File: src/cmp_pwm_pkg.sv
/*
  constants for the compare / pwm channel: register map, field
  positions, reset values, mode codes. assumes a 32-bit axi4-lite bus.
*/
package cmp_pwm_pkg;
  // ==========================================
  // register byte offsets
  localparam logic [7:0] CTRL1_OFS  = 8'h00;
  localparam logic [7:0] CTRL2_OFS  = 8'h04;
  localparam logic [7:0] PRIM_OFS   = 8'h08;
  localparam logic [7:0] SEC_OFS    = 8'h0C;
  localparam logic [7:0] PERIOD_OFS = 8'h10;
  localparam logic [7:0] COUNT_OFS  = 8'h14;
  localparam logic [7:0] ISTAT_OFS  = 8'h18;
  localparam logic [7:0] ICLR_OFS   = 8'h1C;
  localparam logic [7:0] IEN_OFS    = 8'h20;
  // ==========================================
  // field positions
  localparam int IDLE_HALT_B  = 13;
  localparam int TSEL_LSB     = 10;
  localparam int FEN_LSB      = 7;
  localparam int FFLAG_LSB    = 4;
  localparam int TRIG_POL_B   = 3;
  localparam int DCB_LSB      = 9;
  localparam int TRIG_MODE_B  = 7;
  localparam int TRIG_RUN_B   = 6;
  localparam logic [15:0] CTRL1_WMASK = 16'h3F8F;
  localparam logic [15:0] CTRL2_WMASK = 16'hF7BF;
  localparam logic [15:0] REG_RESET   = 16'h0000;
  localparam logic [2:0]  TSEL_SYSCLK = 3'b111;
  localparam logic [2:0]  TSEL_T1     = 3'b100;
  localparam int          IRQ_W       = 4;
  localparam logic [1:0]  RESP_OKAY   = 2'b00;
  localparam logic [1:0]  RESP_SLVERR = 2'b10;
  // ==========================================
  // compare modes
  typedef enum logic [2:0] {
    M_OFF    = 3'b000,
    M_SET_HI = 3'b001,
    M_SET_LO = 3'b010,
    M_TOGGLE = 3'b011,
    M_DBL_1  = 3'b100,
    M_DBL_C  = 3'b101,
    M_PWM_E  = 3'b110,
    M_PWM_C  = 3'b111
  } mode_t;
endpackage

File: src/compare_pwm_core.sv
/*
  one output compare / pwm channel behind an axi4-lite slave.
  assumes timer ticks are one-cycle pulses synchronous to aclk.
*/
// Summary of operation
// - period lasts period value plus one counts
// - duty values latched at period end in pwm modes, every cycle otherwise
// - all zero values give constant low
// - secondary above period gives constant high
// - two-bit field delays falling edge outside set-high mode
// - delay field double-buffered in pwm modes
// - delay counted in system clock periods
// - idle-halt bit stops channel during idle
// - select field picks timer or system clock
// - three enables gate the fault inputs
// - fault flags hardware set/clear, center pwm
// - comparator source depends on channel number
// - policy bit lets secondary match clear running
// - control one bits 15:14 read zero
// - mode field selects eight compare behaviours
// - codes give 0, 1, 2, 3 cycle delay outside set-high mode, 0 in it
// - timer held clear until triggered
`timescale 1ns/1ps
module compare_pwm_core #(
  parameter int CHANNEL = 1
) (
  input  wire logic        aclk,            // system clock, 125 MHz
  input  wire logic        aresetn,         // sync reset, active low
  input  wire logic [7:0]  awaddr,          // write address
  input  wire logic        awvalid,         // write address valid
  output logic             awready,         // write address ready
  input  wire logic [31:0] wdata,           // write data
  input  wire logic [3:0]  wstrb,           // write byte strobes
  input  wire logic        wvalid,          // write data valid
  output logic             wready,          // write data ready
  output logic [1:0]       bresp,           // write response
  output logic             bvalid,          // write response valid
  input  wire logic        bready,          // write response ready
  input  wire logic [7:0]  araddr,          // read address
  input  wire logic        arvalid,         // read address valid
  output logic             arready,         // read address ready
  output logic [31:0]      rdata,           // read data
  output logic [1:0]       rresp,           // read response
  output logic             rvalid,          // read data valid
  input  wire logic        rready,          // read data ready
  input  wire logic [4:0]  timer_tick,      // timer1..timer5 count pulses
  input  wire logic        cpu_idle,        // processor in idle
  input  wire logic        trigger_event,   // hardware trigger pulse
  input  wire logic        first_fault_input,  // first external fault
  input  wire logic        second_fault_input, // second external fault
  input  wire logic [2:0]  comparator_fault,   // comparators 1..3
  output logic             compare_output_pin, // compare output
  output logic             irq              // level interrupt
);
  // ==========================================
  // registers
  logic [15:0] ctrl1_q, ctrl2_q, prim_q, sec_q, per_q, cnt_q;
  logic [15:0] prim_sh_q, sec_sh_q;
  logic [1:0]  dcb_sh_q, dly_q;
  logic [2:0]  flt_q;
  logic        run_flag_q, cmp_q, done_q, out_q;
  logic [cmp_pwm_pkg::IRQ_W-1:0] ist_q, ien_q;
  logic        aw_v_q, w_v_q, bvalid_q, rvalid_q;
  logic [7:0]  aw_a_q;
  logic [31:0] w_d_q, rdata_q;
  logic [3:0]  w_s_q;
  logic [1:0]  bresp_q, rresp_q;

  function automatic logic [15:0] merge(input logic [15:0] o,
                                        input logic [31:0] d,
                                        input logic [3:0]  s);
    merge = {s[1] ? d[15:8] : o[15:8], s[0] ? d[7:0] : o[7:0]};
  endfunction

  // ==========================================
  // bus decode
  wire do_wr = aw_v_q & w_v_q & ~bvalid_q;
  wire wr_c1 = do_wr & (aw_a_q == cmp_pwm_pkg::CTRL1_OFS);
  wire wr_c2 = do_wr & (aw_a_q == cmp_pwm_pkg::CTRL2_OFS);
  wire wr_pr = do_wr & (aw_a_q == cmp_pwm_pkg::PRIM_OFS);
  wire wr_se = do_wr & (aw_a_q == cmp_pwm_pkg::SEC_OFS);
  wire wr_pe = do_wr & (aw_a_q == cmp_pwm_pkg::PERIOD_OFS);
  wire wr_ic = do_wr & (aw_a_q == cmp_pwm_pkg::ICLR_OFS);
  wire wr_ie = do_wr & (aw_a_q == cmp_pwm_pkg::IEN_OFS);
  wire wr_ok = wr_c1 | wr_c2 | wr_pr | wr_se | wr_pe | wr_ic | wr_ie
             | (aw_a_q == cmp_pwm_pkg::COUNT_OFS)
             | (aw_a_q == cmp_pwm_pkg::ISTAT_OFS);
  wire ar_hs = arvalid & ~rvalid_q;

  // ==========================================
  // control fields
  cmp_pwm_pkg::mode_t mode;
  assign mode = cmp_pwm_pkg::mode_t'(ctrl1_q[2:0]);
  wire [2:0] tsel   = ctrl1_q[cmp_pwm_pkg::TSEL_LSB +: 3];
  wire [2:0] f_en   = ctrl1_q[cmp_pwm_pkg::FEN_LSB +: 3];
  wire       halt   = ctrl1_q[cmp_pwm_pkg::IDLE_HALT_B] & cpu_idle;
  wire       pol    = ctrl1_q[cmp_pwm_pkg::TRIG_POL_B];
  wire       trig_m = ctrl2_q[cmp_pwm_pkg::TRIG_MODE_B];
  wire [1:0] dcb    = ctrl2_q[cmp_pwm_pkg::DCB_LSB +: 2];
  wire       is_pwm = (mode == cmp_pwm_pkg::M_PWM_E) | (mode == cmp_pwm_pkg::M_PWM_C);

  // ==========================================
  // time base
  // source select
  wire [2:0] t_idx = {1'b0, tsel[1:0]} + 3'd1;
  wire tick = ~tsel[2] ? timer_tick[t_idx]
            : (tsel == cmp_pwm_pkg::TSEL_T1) ? timer_tick[0]
            : (tsel == cmp_pwm_pkg::TSEL_SYSCLK);
  wire held = trig_m & ~run_flag_q;
  wire run  = tick & ~halt & ~held & (mode != cmp_pwm_pkg::M_OFF);
  wire p_end   = run & (cnt_q == per_q);
  wire match_p = run & (cnt_q == prim_sh_q);
  wire match_s = run & (cnt_q == sec_sh_q);

  always_ff @(posedge aclk) begin
    if (!aresetn | held)
      cnt_q <= cmp_pwm_pkg::REG_RESET;
    else if (run)
      cnt_q <= p_end ? cmp_pwm_pkg::REG_RESET : cnt_q + 16'h0001;
  end

  wire load_sh = p_end | ~is_pwm;
  always_ff @(posedge aclk) begin
    if (!aresetn) begin
      prim_sh_q <= cmp_pwm_pkg::REG_RESET;
      sec_sh_q  <= cmp_pwm_pkg::REG_RESET;
      dcb_sh_q  <= 2'b00;
    end else if (load_sh) begin
      prim_sh_q <= prim_q;
      sec_sh_q  <= sec_q;
      dcb_sh_q  <= dcb;
    end
  end

  // ==========================================
  // faults
  // comparator per channel
  localparam int CMP_IDX = (CHANNEL <= 2) ? 0 : (CHANNEL <= 4) ? 1 : 2;
  wire [2:0] f_in = f_en & {comparator_fault[CMP_IDX],
                            second_fault_input, first_fault_input};
  genvar gi;
  generate
    for (gi = 0; gi < 3; gi++) begin : g_flt
      logic flag_q;
      // set in center pwm, hw clear
      always_ff @(posedge aclk) begin
        if (!aresetn)
          flag_q <= 1'b0;
        else if (f_in[gi] & (mode == cmp_pwm_pkg::M_PWM_C))
          flag_q <= 1'b1;
        else if (p_end)
          flag_q <= 1'b0;
      end
      // one driver per bit keeps each flop in its own process
      assign flt_q[gi] = flag_q;
    end
  endgenerate
  wire fault = |flt_q;

  // ==========================================
  // trigger running flag
  wire sw_run_wr = wr_c2 & w_s_q[0];
  always_ff @(posedge aclk) begin
    if (!aresetn)
      run_flag_q <= 1'b0;
    else if (trigger_event)
      run_flag_q <= 1'b1;
    else if (sw_run_wr)
      run_flag_q <= w_d_q[cmp_pwm_pkg::TRIG_RUN_B];
    else if (pol & (cnt_q == sec_sh_q))
      run_flag_q <= 1'b0;
  end

  // ==========================================
  // compare modes
  // per-mode output behaviour
  always_ff @(posedge aclk) begin
    if (!aresetn) begin
      cmp_q  <= 1'b0;
      done_q <= 1'b0;
    end else if (wr_c1) begin
      cmp_q  <= (w_d_q[2:0] == cmp_pwm_pkg::M_SET_LO);
      done_q <= 1'b0;
    end else begin
      case (mode)
        cmp_pwm_pkg::M_SET_HI: if (match_p & ~done_q) begin
          cmp_q  <= 1'b1;
          done_q <= 1'b1;
        end
        cmp_pwm_pkg::M_SET_LO: if (match_p & ~done_q) begin
          cmp_q  <= 1'b0;
          done_q <= 1'b1;
        end
        cmp_pwm_pkg::M_TOGGLE: if (match_p)
          cmp_q <= ~cmp_q;
        cmp_pwm_pkg::M_DBL_1: if (~done_q) begin
          // a secondary match before the rise must not end the shot
          if (match_s & cmp_q) begin
            cmp_q  <= 1'b0;
            done_q <= 1'b1;
          end else if (match_p)
            cmp_q <= 1'b1;
        end
        cmp_pwm_pkg::M_DBL_C: begin
          if (match_s)
            cmp_q <= 1'b0;
          else if (match_p)
            cmp_q <= 1'b1;
        end
        default: cmp_q <= 1'b0;
      endcase
    end
  end

  wire pwm_lvl = (sec_sh_q > per_q)
               | ((cnt_q >= prim_sh_q) & (cnt_q < sec_sh_q));
  wire want    = is_pwm ? (pwm_lvl & ~fault) : cmp_q;

  // ==========================================
  // falling edge delay in whole clock cycles
  // code is a count of sysclk cycles
  wire [1:0] dcb_act = (mode == cmp_pwm_pkg::M_SET_HI) ? 2'b00
                     : is_pwm ? dcb_sh_q : dcb;
  always_ff @(posedge aclk) begin
    if (!aresetn) begin
      out_q <= 1'b0;
      dly_q <= 2'b00;
    end else if (want | ~out_q) begin
      out_q <= want;
      dly_q <= 2'b00;
    end else if (dly_q < dcb_act)
      dly_q <= dly_q + 2'b01;
    else
      out_q <= 1'b0;
  end
  assign compare_output_pin = out_q;

  // ==========================================
  // register writes
  wire [cmp_pwm_pkg::IRQ_W-1:0] ev = {|(f_in & ~flt_q) & (mode == cmp_pwm_pkg::M_PWM_C),
                         p_end, match_s, match_p};
  always_ff @(posedge aclk) begin
    if (!aresetn) begin
      ctrl1_q <= cmp_pwm_pkg::REG_RESET;
      ctrl2_q <= cmp_pwm_pkg::REG_RESET;
      prim_q  <= cmp_pwm_pkg::REG_RESET;
      sec_q   <= cmp_pwm_pkg::REG_RESET;
      per_q   <= cmp_pwm_pkg::REG_RESET;
      ien_q   <= '0;
    end else begin
      if (wr_c1)
        ctrl1_q <= merge(ctrl1_q, w_d_q, w_s_q) & cmp_pwm_pkg::CTRL1_WMASK;
      if (wr_c2)
        ctrl2_q <= merge(ctrl2_q, w_d_q, w_s_q) & cmp_pwm_pkg::CTRL2_WMASK;
      if (wr_pr)
        prim_q <= merge(prim_q, w_d_q, w_s_q);
      if (wr_se)
        sec_q <= merge(sec_q, w_d_q, w_s_q);
      if (wr_pe)
        per_q <= merge(per_q, w_d_q, w_s_q);
      if (wr_ie & w_s_q[0])
        ien_q <= w_d_q[cmp_pwm_pkg::IRQ_W-1:0];
    end
  end

  // set wins over a same-cycle clear
  wire [cmp_pwm_pkg::IRQ_W-1:0] iclr =
      (wr_ic & w_s_q[0]) ? w_d_q[cmp_pwm_pkg::IRQ_W-1:0] : '0;
  always_ff @(posedge aclk) begin
    if (!aresetn)
      ist_q <= '0;
    else
      ist_q <= (ist_q & ~iclr) | ev;
  end
  assign irq = |(ist_q & ien_q);

  // ==========================================
  // read mux
  wire [15:0] c1_rd = {ctrl1_q[15:7], flt_q, ctrl1_q[3:0]};
  wire [15:0] c2_rd = {ctrl2_q[15:7], run_flag_q, ctrl2_q[5:0]};
  wire [15:0] rd16 =
      (araddr == cmp_pwm_pkg::CTRL1_OFS)  ? c1_rd  :
      (araddr == cmp_pwm_pkg::CTRL2_OFS)  ? c2_rd  :
      (araddr == cmp_pwm_pkg::PRIM_OFS)   ? prim_q :
      (araddr == cmp_pwm_pkg::SEC_OFS)    ? sec_q  :
      (araddr == cmp_pwm_pkg::PERIOD_OFS) ? per_q  :
      (araddr == cmp_pwm_pkg::COUNT_OFS)  ? cnt_q  :
      (araddr == cmp_pwm_pkg::ISTAT_OFS)  ? {12'h000, ist_q} :
      (araddr == cmp_pwm_pkg::IEN_OFS)    ? {12'h000, ien_q} : 16'h0000;
  wire rd_ok = (araddr <= cmp_pwm_pkg::IEN_OFS) & (araddr[1:0] == 2'b00)
             & (araddr != cmp_pwm_pkg::ICLR_OFS);

  // ==========================================
  // axi4-lite handshakes
  assign awready = ~aw_v_q;
  assign wready  = ~w_v_q;
  assign arready = ~rvalid_q;
  assign bvalid  = bvalid_q;
  assign bresp   = bresp_q;
  assign rvalid  = rvalid_q;
  assign rdata   = rdata_q;
  assign rresp   = rresp_q;

  always_ff @(posedge aclk) begin
    if (!aresetn) begin
      aw_v_q   <= 1'b0;
      w_v_q    <= 1'b0;
      aw_a_q   <= 8'h00;
      w_d_q    <= 32'h0000_0000;
      w_s_q    <= 4'h0;
      bvalid_q <= 1'b0;
      bresp_q  <= cmp_pwm_pkg::RESP_OKAY;
    end else begin
      if (awvalid & ~aw_v_q) begin
        aw_v_q <= 1'b1;
        aw_a_q <= awaddr;
      end
      if (wvalid & ~w_v_q) begin
        w_v_q <= 1'b1;
        w_d_q <= wdata;
        w_s_q <= wstrb;
      end
      if (do_wr) begin
        aw_v_q   <= 1'b0;
        w_v_q    <= 1'b0;
        bvalid_q <= 1'b1;
        bresp_q  <= wr_ok ? cmp_pwm_pkg::RESP_OKAY : cmp_pwm_pkg::RESP_SLVERR;
      end else if (bready)
        bvalid_q <= 1'b0;
    end
  end

  logic rd_c1_q;
  always_ff @(posedge aclk) begin
    if (!aresetn) begin
      rvalid_q <= 1'b0;
      rdata_q  <= 32'h0000_0000;
      rresp_q  <= cmp_pwm_pkg::RESP_OKAY;
      rd_c1_q  <= 1'b0;
    end else if (ar_hs) begin
      rvalid_q <= 1'b1;
      rdata_q  <= {16'h0000, rd16};
      rresp_q  <= rd_ok ? cmp_pwm_pkg::RESP_OKAY : cmp_pwm_pkg::RESP_SLVERR;
      rd_c1_q  <= (araddr == cmp_pwm_pkg::CTRL1_OFS);
    end else if (rready)
      rvalid_q <= 1'b0;
  end
endmodule // compare_pwm_core

File: config.mk
export PLATFORM = sky130hd
export DESIGN_NAME = compare_pwm_core
export DESIGN_NICKNAME = d
export VERILOG_FILES = /design/src/cmp_pwm_pkg.sv /design/src/compare_pwm_core.sv
export SDC_FILE = /design/constraint.sdc
export NUM_CORES = 1
export LEC_CHECK = 0
export ABC_AREA = 1
export BUFFER_PORTS_ARGS = -buffer_cell sky130_fd_sc_hd__buf_2
export CELL_PAD_IN_SITES_DETAIL_PLACEMENT = 2
export CELL_PAD_IN_SITES_GLOBAL_PLACEMENT = 2
export CORE_MARGIN = 4
export CORE_UTILIZATION = 33
export CTS_CLUSTER_DIAMETER = 30
export DETAILED_ROUTE_END_ITERATION = 10
export PLACE_DENSITY_LB_ADDON = 0.1
export SYNTH_ARGS = -nofsm -noshare
export SYNTH_HDL_FRONTEND = slang
export SYNTH_SLANG_ARGS = --single-unit
export TNS_END_PERCENT = 50
File: constraint.sdc
create_clock -name aclk -period 2.4 [get_ports aclk]
set_input_delay 0.24 -clock aclk [delete_from_list [all_inputs] [get_ports aclk]]
set_output_delay 0.24 -clock aclk [all_outputs]
set_load 0.02 [all_outputs]
== Word-level counts from Yosys, hierarchy flattened ==
Cells that the tools add are included.
Cells by class
  $add $sub $neg: 3
  $lt $le $gt $ge: 6
  equality and inequality tests: 35
  multiplexer cells: 44
  bitwise gates (word level): 67
  reduce and logical (&&, ||, !) cells: 31
Operator list (number)
  $mux 16: 7
  $eq 8x5->1 const B: 7
  $eq 16x16->1: 3
  $and 1x1->1: 34
  $eq 8x4->1 const B: 4
  $mux 1: 27
  $reduce_and 2->1: 11
  $eq 3x3->1 const B: 6
  $add 16x1->16 const B: 1
  $eq 8x3->1 const B: 2
  $eq 8x6->1 const B: 2
  $ge 16x16->1: 1
  $gt 16x16->1: 1
  $logic_not 8->1: 2
  $lt 16x16->1: 1
  $not 1->1: 13
  $or 1x1->1: 13
  $mux 4: 3
  $ne 3x3->1 const B: 4
  $reduce_bool 2->1: 6
  $eq 3x2->1 const B: 3
  $and 4x4->4: 2
  $le 8x6->1 const B: 1
  $mux 2: 4
  22 further kinds: 28
Storage, ports and cells
  register bits after elaboration: 190
  input bits: 71
  output and inout bits: 43
  logic and storage cells: 220

== Depth between registers and ports, before layout ==
  depth in word-level cells: 13
  depth in mapped cells: 15
  depth with buffers taken out: 15

== Least setup slack after synthesis ==
OpenSTA, ideal clock, no wires.
  kind: flip-flop to flip-flop
  from: register ctrl1_q[10]
  to: register cnt_q[10]
  library setup time: 0.124 ns
  data arrival time: 1.751 ns
  slack: 0.525 ns
  cell stages (with the launch flop): 13
  clock period less this slack: 1.875 ns
  cell sequence: dfxtp_1 -> inv_2 -> ha_1 -> inv_1 -> nand3_1 -> nand2_1 -> nand3_1 -> nand2_1 -> nand2_1 -> nor3_1 -> inv_1 -> nor3_1 -> nor3_1
Between the ends
  word-level cells in the longest chain between the ends: 9
  elaborated cells between the ends (all ways): 12
  those cells by class: 1 x add/sub; 2 x eq/ne; 5 x mux; 4 x bitwise
RTL lines
  from (decl): line compare_pwm_core.sv:57  | logic [15:0] ctrl1_q, ctrl2_q, prim_q, sec_q, per_q, cnt_q;
  from (signal assigned): line compare_pwm_core.sv:244  | ctrl1_q <= cmp_pwm_pkg::REG_RESET;
  from (signal assigned): line compare_pwm_core.sv:252  | ctrl1_q <= merge(ctrl1_q, w_d_q, w_s_q) & cmp_pwm_pkg::CTRL1_WMASK;
  $add 2x1->3: line compare_pwm_core.sv:105  | wire [2:0] t_idx = {1'b0, tsel[1:0]} + 3'd1;
  $bmux 1 s3: line compare_pwm_core.sv:106  | wire tick = ~tsel[2] ? timer_tick[t_idx]
  $mux 1 (not written as such): line compare_pwm_core.sv:106
  $mux 1 (*): line compare_pwm_core.sv:106
  $and 1x1->1 (*) (3 in a row): line compare_pwm_core.sv:110  | wire run = tick & ~halt & ~held & (mode != cmp_pwm_pkg::M_OFF);
  $and 1x1->1: line compare_pwm_core.sv:111  | wire p_end = run & (cnt_q == per_q);
  $mux 16: line compare_pwm_core.sv:119  | cnt_q <= p_end ? cmp_pwm_pkg::REG_RESET : cnt_q + 16'h0001;
  to (signal assigned): line compare_pwm_core.sv:117  | cnt_q <= cmp_pwm_pkg::REG_RESET;
  to (signal assigned): line compare_pwm_core.sv:119
  to (decl): line compare_pwm_core.sv:57
Every way passes the cells marked *; elsewhere a longest branch is shown, timed or not. The select of a mux whose other input is x is not followed.
A chain may end at the register's enable or synchronous reset.

== Final worst setup path ==
  from: register ctrl1_q[10]
  to: register cnt_q[5]
Same word-level chain as after synthesis.

==> results <==
- The simple-gate share of the synthesized area is between 20% and 30%.
- The signal on the critical path passes through inv_2, ha_1, inv_1, nand3_1, nand2_1, nand3_1, nand2_1, nand2_2, inv_2, buf_4, nand2_1, o21ai_0, inv_1, nor3_1.
- In the routed design, unresolved DRC markers number 0.
- By startpoint and endpoint, the worst setup path is classified as flop to flop.
- Synthesis produced a netlist whose cell count is 1417.
- Once routing completed, OpenROAD measured the worst setup slack at 0.1647 ns.
- The actual slew at the worst max-slew pin is between 0.5 and 0.6 ns.
- The relative max-transition margin is between 60 and 70%.
- The number of instances in the placed design is ~1900.
- Once the floorplan was initialized, standard cells occupied between 30% and 40% of the core.
- Setup repair after global routing left no endpoint under its margin.
- The power density relative to cell area is about 600 nW/um^2.
- The flow ran to the end, and the final reports show no timing, DRC or antenna violations.
- The TritonCTS sink count is 188.
- At the end of routability-driven placement, the weighted congestion stood at 0.7969.
- The die is around 180 um wide.
- The number of synthesized register bits is ~190.
- The number of global-route vias before repair was ~10000.
- The via count is 9851.
- The number of violations of the max-capacitance limit is 0.
- In this run the static leakage power is around 4.8 nW.
- The root buffer cell is sky130_fd_sc_hd__clkbuf_16.
- The fraction of the mapped netlist area in adder cells is under 10%.
- After clock tree synthesis, the clock-pin slew on the worst setup and hold paths is approximately 0.070 ns.
- The die covers 32800 um^2.
- The final period utilization is 93.14%.
- The share of flip-flops with an asynchronous set or reset is 0%.
- Compared with the post-synthesis result, the final layout area differs by 16.13%.
- The CTS buffer count is 17.
- The core region is 29640 um^2.
- In the synthesized netlist, mux cells make up 0% of the area.
- The cell area after synthesis is a little under 10000 um^2.
- The critical path arrival is between 2 and 3 ns.
- Dividing the detail-routed wire length by the instance count gives around 20 um.
- IR analysis of the VDD net gives a maximum drop of approximately 420 uV.
- The maximum net fanout on the critical path is 5.
- The detail route stage leaves a number of antenna-violating nets equal to 0.
- In this run the worst hold path is classified as primary input to flop.
- STA classifies the critical path endpoint as a flop.
- The warning count from the yosys run is 0.
- The die is around 180 um tall.
- The final count of hold timing violations was 0.
- Entering global routing, the biggest net connects 77 pins.
- The top-level I/O count is 114.
- Summed over its instances, the top area cell type makes up between 30% and 40% of the synthesized netlist area.
- Clock latency on the worst-skew pair, taken at its later pin, is about 0.45 ns.
- Averaged over all synthesized cells, the footprint is approximately 7.0 um^2.
- The aggregate routed wire length is approximately 37 mm.
- The number of antenna violations at the first check in global routing was 0.
- The share of synthesized area occupied by flip-flops and latches is a little under two fifths.
- On the final layout, the worst clock skew is about 0.012 ns.
- The startpoint class of the critical path is a flop.
- The worst path in the final design needs a cycle of about 2.2 ns, including I/O delays and setup.
- The post-route netlist has around an eighth of its cells at a drive strength greater than 1.
- The global-route wire length before repair is between 50 and 60 mm.
- The count of TritonRoute iterations in the first routing pass is 5.
- At the worst endpoint, the required time is 2.76 ns.
- On the worst path, the slowest cell contributes a delay of 0.34 ns.
- Setup total negative slack on the finished layout was measured at 0 ns.
- After the flow finishes, the layout carries non-filler instances totaling 1898.
- Among all cell types in the netlist, the one instantiated most often is sky130_fd_sc_hd__a21oi_1.
- The clock passes through at most 2 buffers.
- The maximum clock rate is between 400 and 500 MHz.
- TritonCTS built the clock tree.
- The total overflow reported by the global router is 0.
- The detailed placer's ending HPWL is approximately 28 mm.
- The worst slack at placement is 0.06231 ns.
- The synthesized netlist devotes under 10% of its cell area to XOR and XNOR gates.
- The first routing iteration left 500 violations.
- The vias per cell is ~5.2.
- The max-slew violation total from the final report was 0.
- In the final design database the tool counted ~1600 nets.
- After synthesis, the netlist uses 32 different library cells.
- Across every metal layer, demand over resource in global routing totals around 23%.
- Counting instances in the post-synthesis netlist gives the leading cell types as sky130_fd_sc_hd__a21oi_1 (216), sky130_fd_sc_hd__nand2_1 (203), sky130_fd_sc_hd__dfxtp_1 (188).
- The cell taking the most area after synthesis is sky130_fd_sc_hd__dfxtp_1.
- The number of enable flip-flop cells after synthesis is 0.
- The number of buffers added on ports is 75.
- The cell that appears most often on the critical path is sky130_fd_sc_hd__nand2_1.
- The most used flip-flop cell after synthesis is sky130_fd_sc_hd__dfxtp_1.
- The H-tree was split into 4 levels.
- Row generation in the floorplan step produced 63 rows.
- The number of setup buffers added after CTS is 0.
- The repair_antennas step left the layout with diodes totalling 0.
- Summing the areas of all compound-gate instances in the mapped netlist gives 19.96% of the synthesized area.
- The final count of negative-setup-slack endpoints is 0.
- After synthesis, the cell types taking the most area are sky130_fd_sc_hd__dfxtp_1 (38%), sky130_fd_sc_hd__a21oi_1 (11%), sky130_fd_sc_hd__nand2_1 (7.7%).
- After synthesis, the largest family of logic cells by area is simple AND/OR/NAND/NOR gates.
- The slowest library cell on the worst path is sky130_fd_sc_hd__dfxtp_1.
[repair_timing]
item,4_1_cts,5_1_grt
hold buffers,0,0
endpoints found under the setup margin,0,29
gates resized for setup,0,5
[worst paths after layout]
path | startpoint | endpoint | slack [ns] | depth (start not counted)
setup reg to reg | ctrl1_q[10] | cnt_q[5] | 0.16 | 14
setup / recovery | ctrl1_q[10] | cnt_q[5] | 0.16 | 14
hold / removal | awaddr[7] | aw_a_q[7] | 0.02 | 3
hold reg to reg | ctrl2_q[12] | ctrl2_q[12] | 0.45 | 2
[sequential cells by signal, summed over array words and instances, names as in the netlist, 2 cells and up]
name          cells
aw_a_q            8
cnt_q            16
ctrl1_q          11
ctrl2_q          14
dcb_sh_q          2
dly_q             2
g_flt.flag_q      3
ien_q             4
ist_q             4
per_q            16
prim_q           16
prim_sh_q        16
rdata            16
sec_q            16
sec_sh_q         16
w_d_q            16
w_s_q             2
[logic make-up after synthesis]
family          after synthesis
simple gates                507
compound gates              379
buf+inv                     270
flops                       188
fa+ha+maj                    52
xor+xnor                     20
other cells                   1
[cell usage in the layout, fill, tap and decap left out, types with 2 or more instances in the layout]
master and n:
sky130_fd_sc_hd__a21oi_1 216, sky130_fd_sc_hd__nand2_1 201, sky130_fd_sc_hd__dfxtp_1 188, sky130_fd_sc_hd__inv_1 183, sky130_fd_sc_hd__nor2_1 132, sky130_fd_sc_hd__o21ai_0 127
sky130_fd_sc_hd__nand3_1 106, sky130_fd_sc_hd__buf_2 74, sky130_fd_sc_hd__ha_1 52, sky130_fd_sc_hd__buf_4 43, sky130_fd_sc_hd__nor3_1 27, sky130_fd_sc_hd__conb_1 18
sky130_fd_sc_hd__xor2_1 17, sky130_fd_sc_hd__clkbuf_16 17, sky130_fd_sc_hd__nand4_1 16, sky130_fd_sc_hd__o22ai_1 10, sky130_fd_sc_hd__a211oi_1 10, sky130_fd_sc_hd__inv_2 7
sky130_fd_sc_hd__o211ai_1 7, sky130_fd_sc_hd__nor2_2 5, sky130_fd_sc_hd__nand2_2 5, sky130_fd_sc_hd__nor4_1 5, sky130_fd_sc_hd__o21a_1 5, sky130_fd_sc_hd__buf_12 5
sky130_fd_sc_hd__nor3_2 4, sky130_fd_sc_hd__bufinv_16 4, sky130_fd_sc_hd__nand3_2 3, sky130_fd_sc_hd__nor2_4 3, sky130_fd_sc_hd__xnor2_1 3, sky130_fd_sc_hd__clkinvlp_4 3
sky130_fd_sc_hd__clkbuf_8 3, sky130_fd_sc_hd__a31oi_1 2, sky130_fd_sc_hd__inv_6 2
[layout make-up]
type                       count  area, um^2
fill                        3652       18150
multi-input combinational    976        5081
sequential                   188        3764
timing repair buffer         123       804.5
inverter                     191       716.9
tap                          390       488.0
clock buffer                  21       470.5
clock inverter                 9       160.2
[power breakdown]
part / internal, mW / total [mW] / switching [mW]
logic: 0.132 / 0.439 / 0.306
registers: 3.17 / 3.24 / 0.0686
clock network: 1.83 / 3.15 / 1.32
[through the flow]
step	area [um^2]	util [%]	hold WS [ns]	power, mW
global route	11480	38.75	0.02527	7.081
floorplan	9953	-	0.3607	3.568
finish	11480	38.75	0.02361	6.826
global placement	10840	36.57	0.4322	3.733
detailed placement	10840	36.57	0.4409	3.747
CTS	11470	38.69	0.0008751	6.894
[layer usage]
metal	track usage, %	routed length [um]	vias to the layer above	share of wire [%]
met5	0	0	-	0
met4	5.464	650	0	1.7
met3	3.000	920	33	2.5
met2	38.29	17730	134	47
met1	30.76	18070	4869	48
li1	-	-	4815	-
[worst max-delay path, delay by kind of cell, from the launching register on]
| family | cells | cell delay, ns |
|---|---|---|
| fa+ha+maj | 1 | 0.33 |
| flops | 1 | 0.34 |
| compound gates | 1 | 0.20 |
| buf+inv | 5 | 0.50 |
| simple gates | 7 | 0.79 |
No activity file was read; power rests on OpenSTA's default activity.
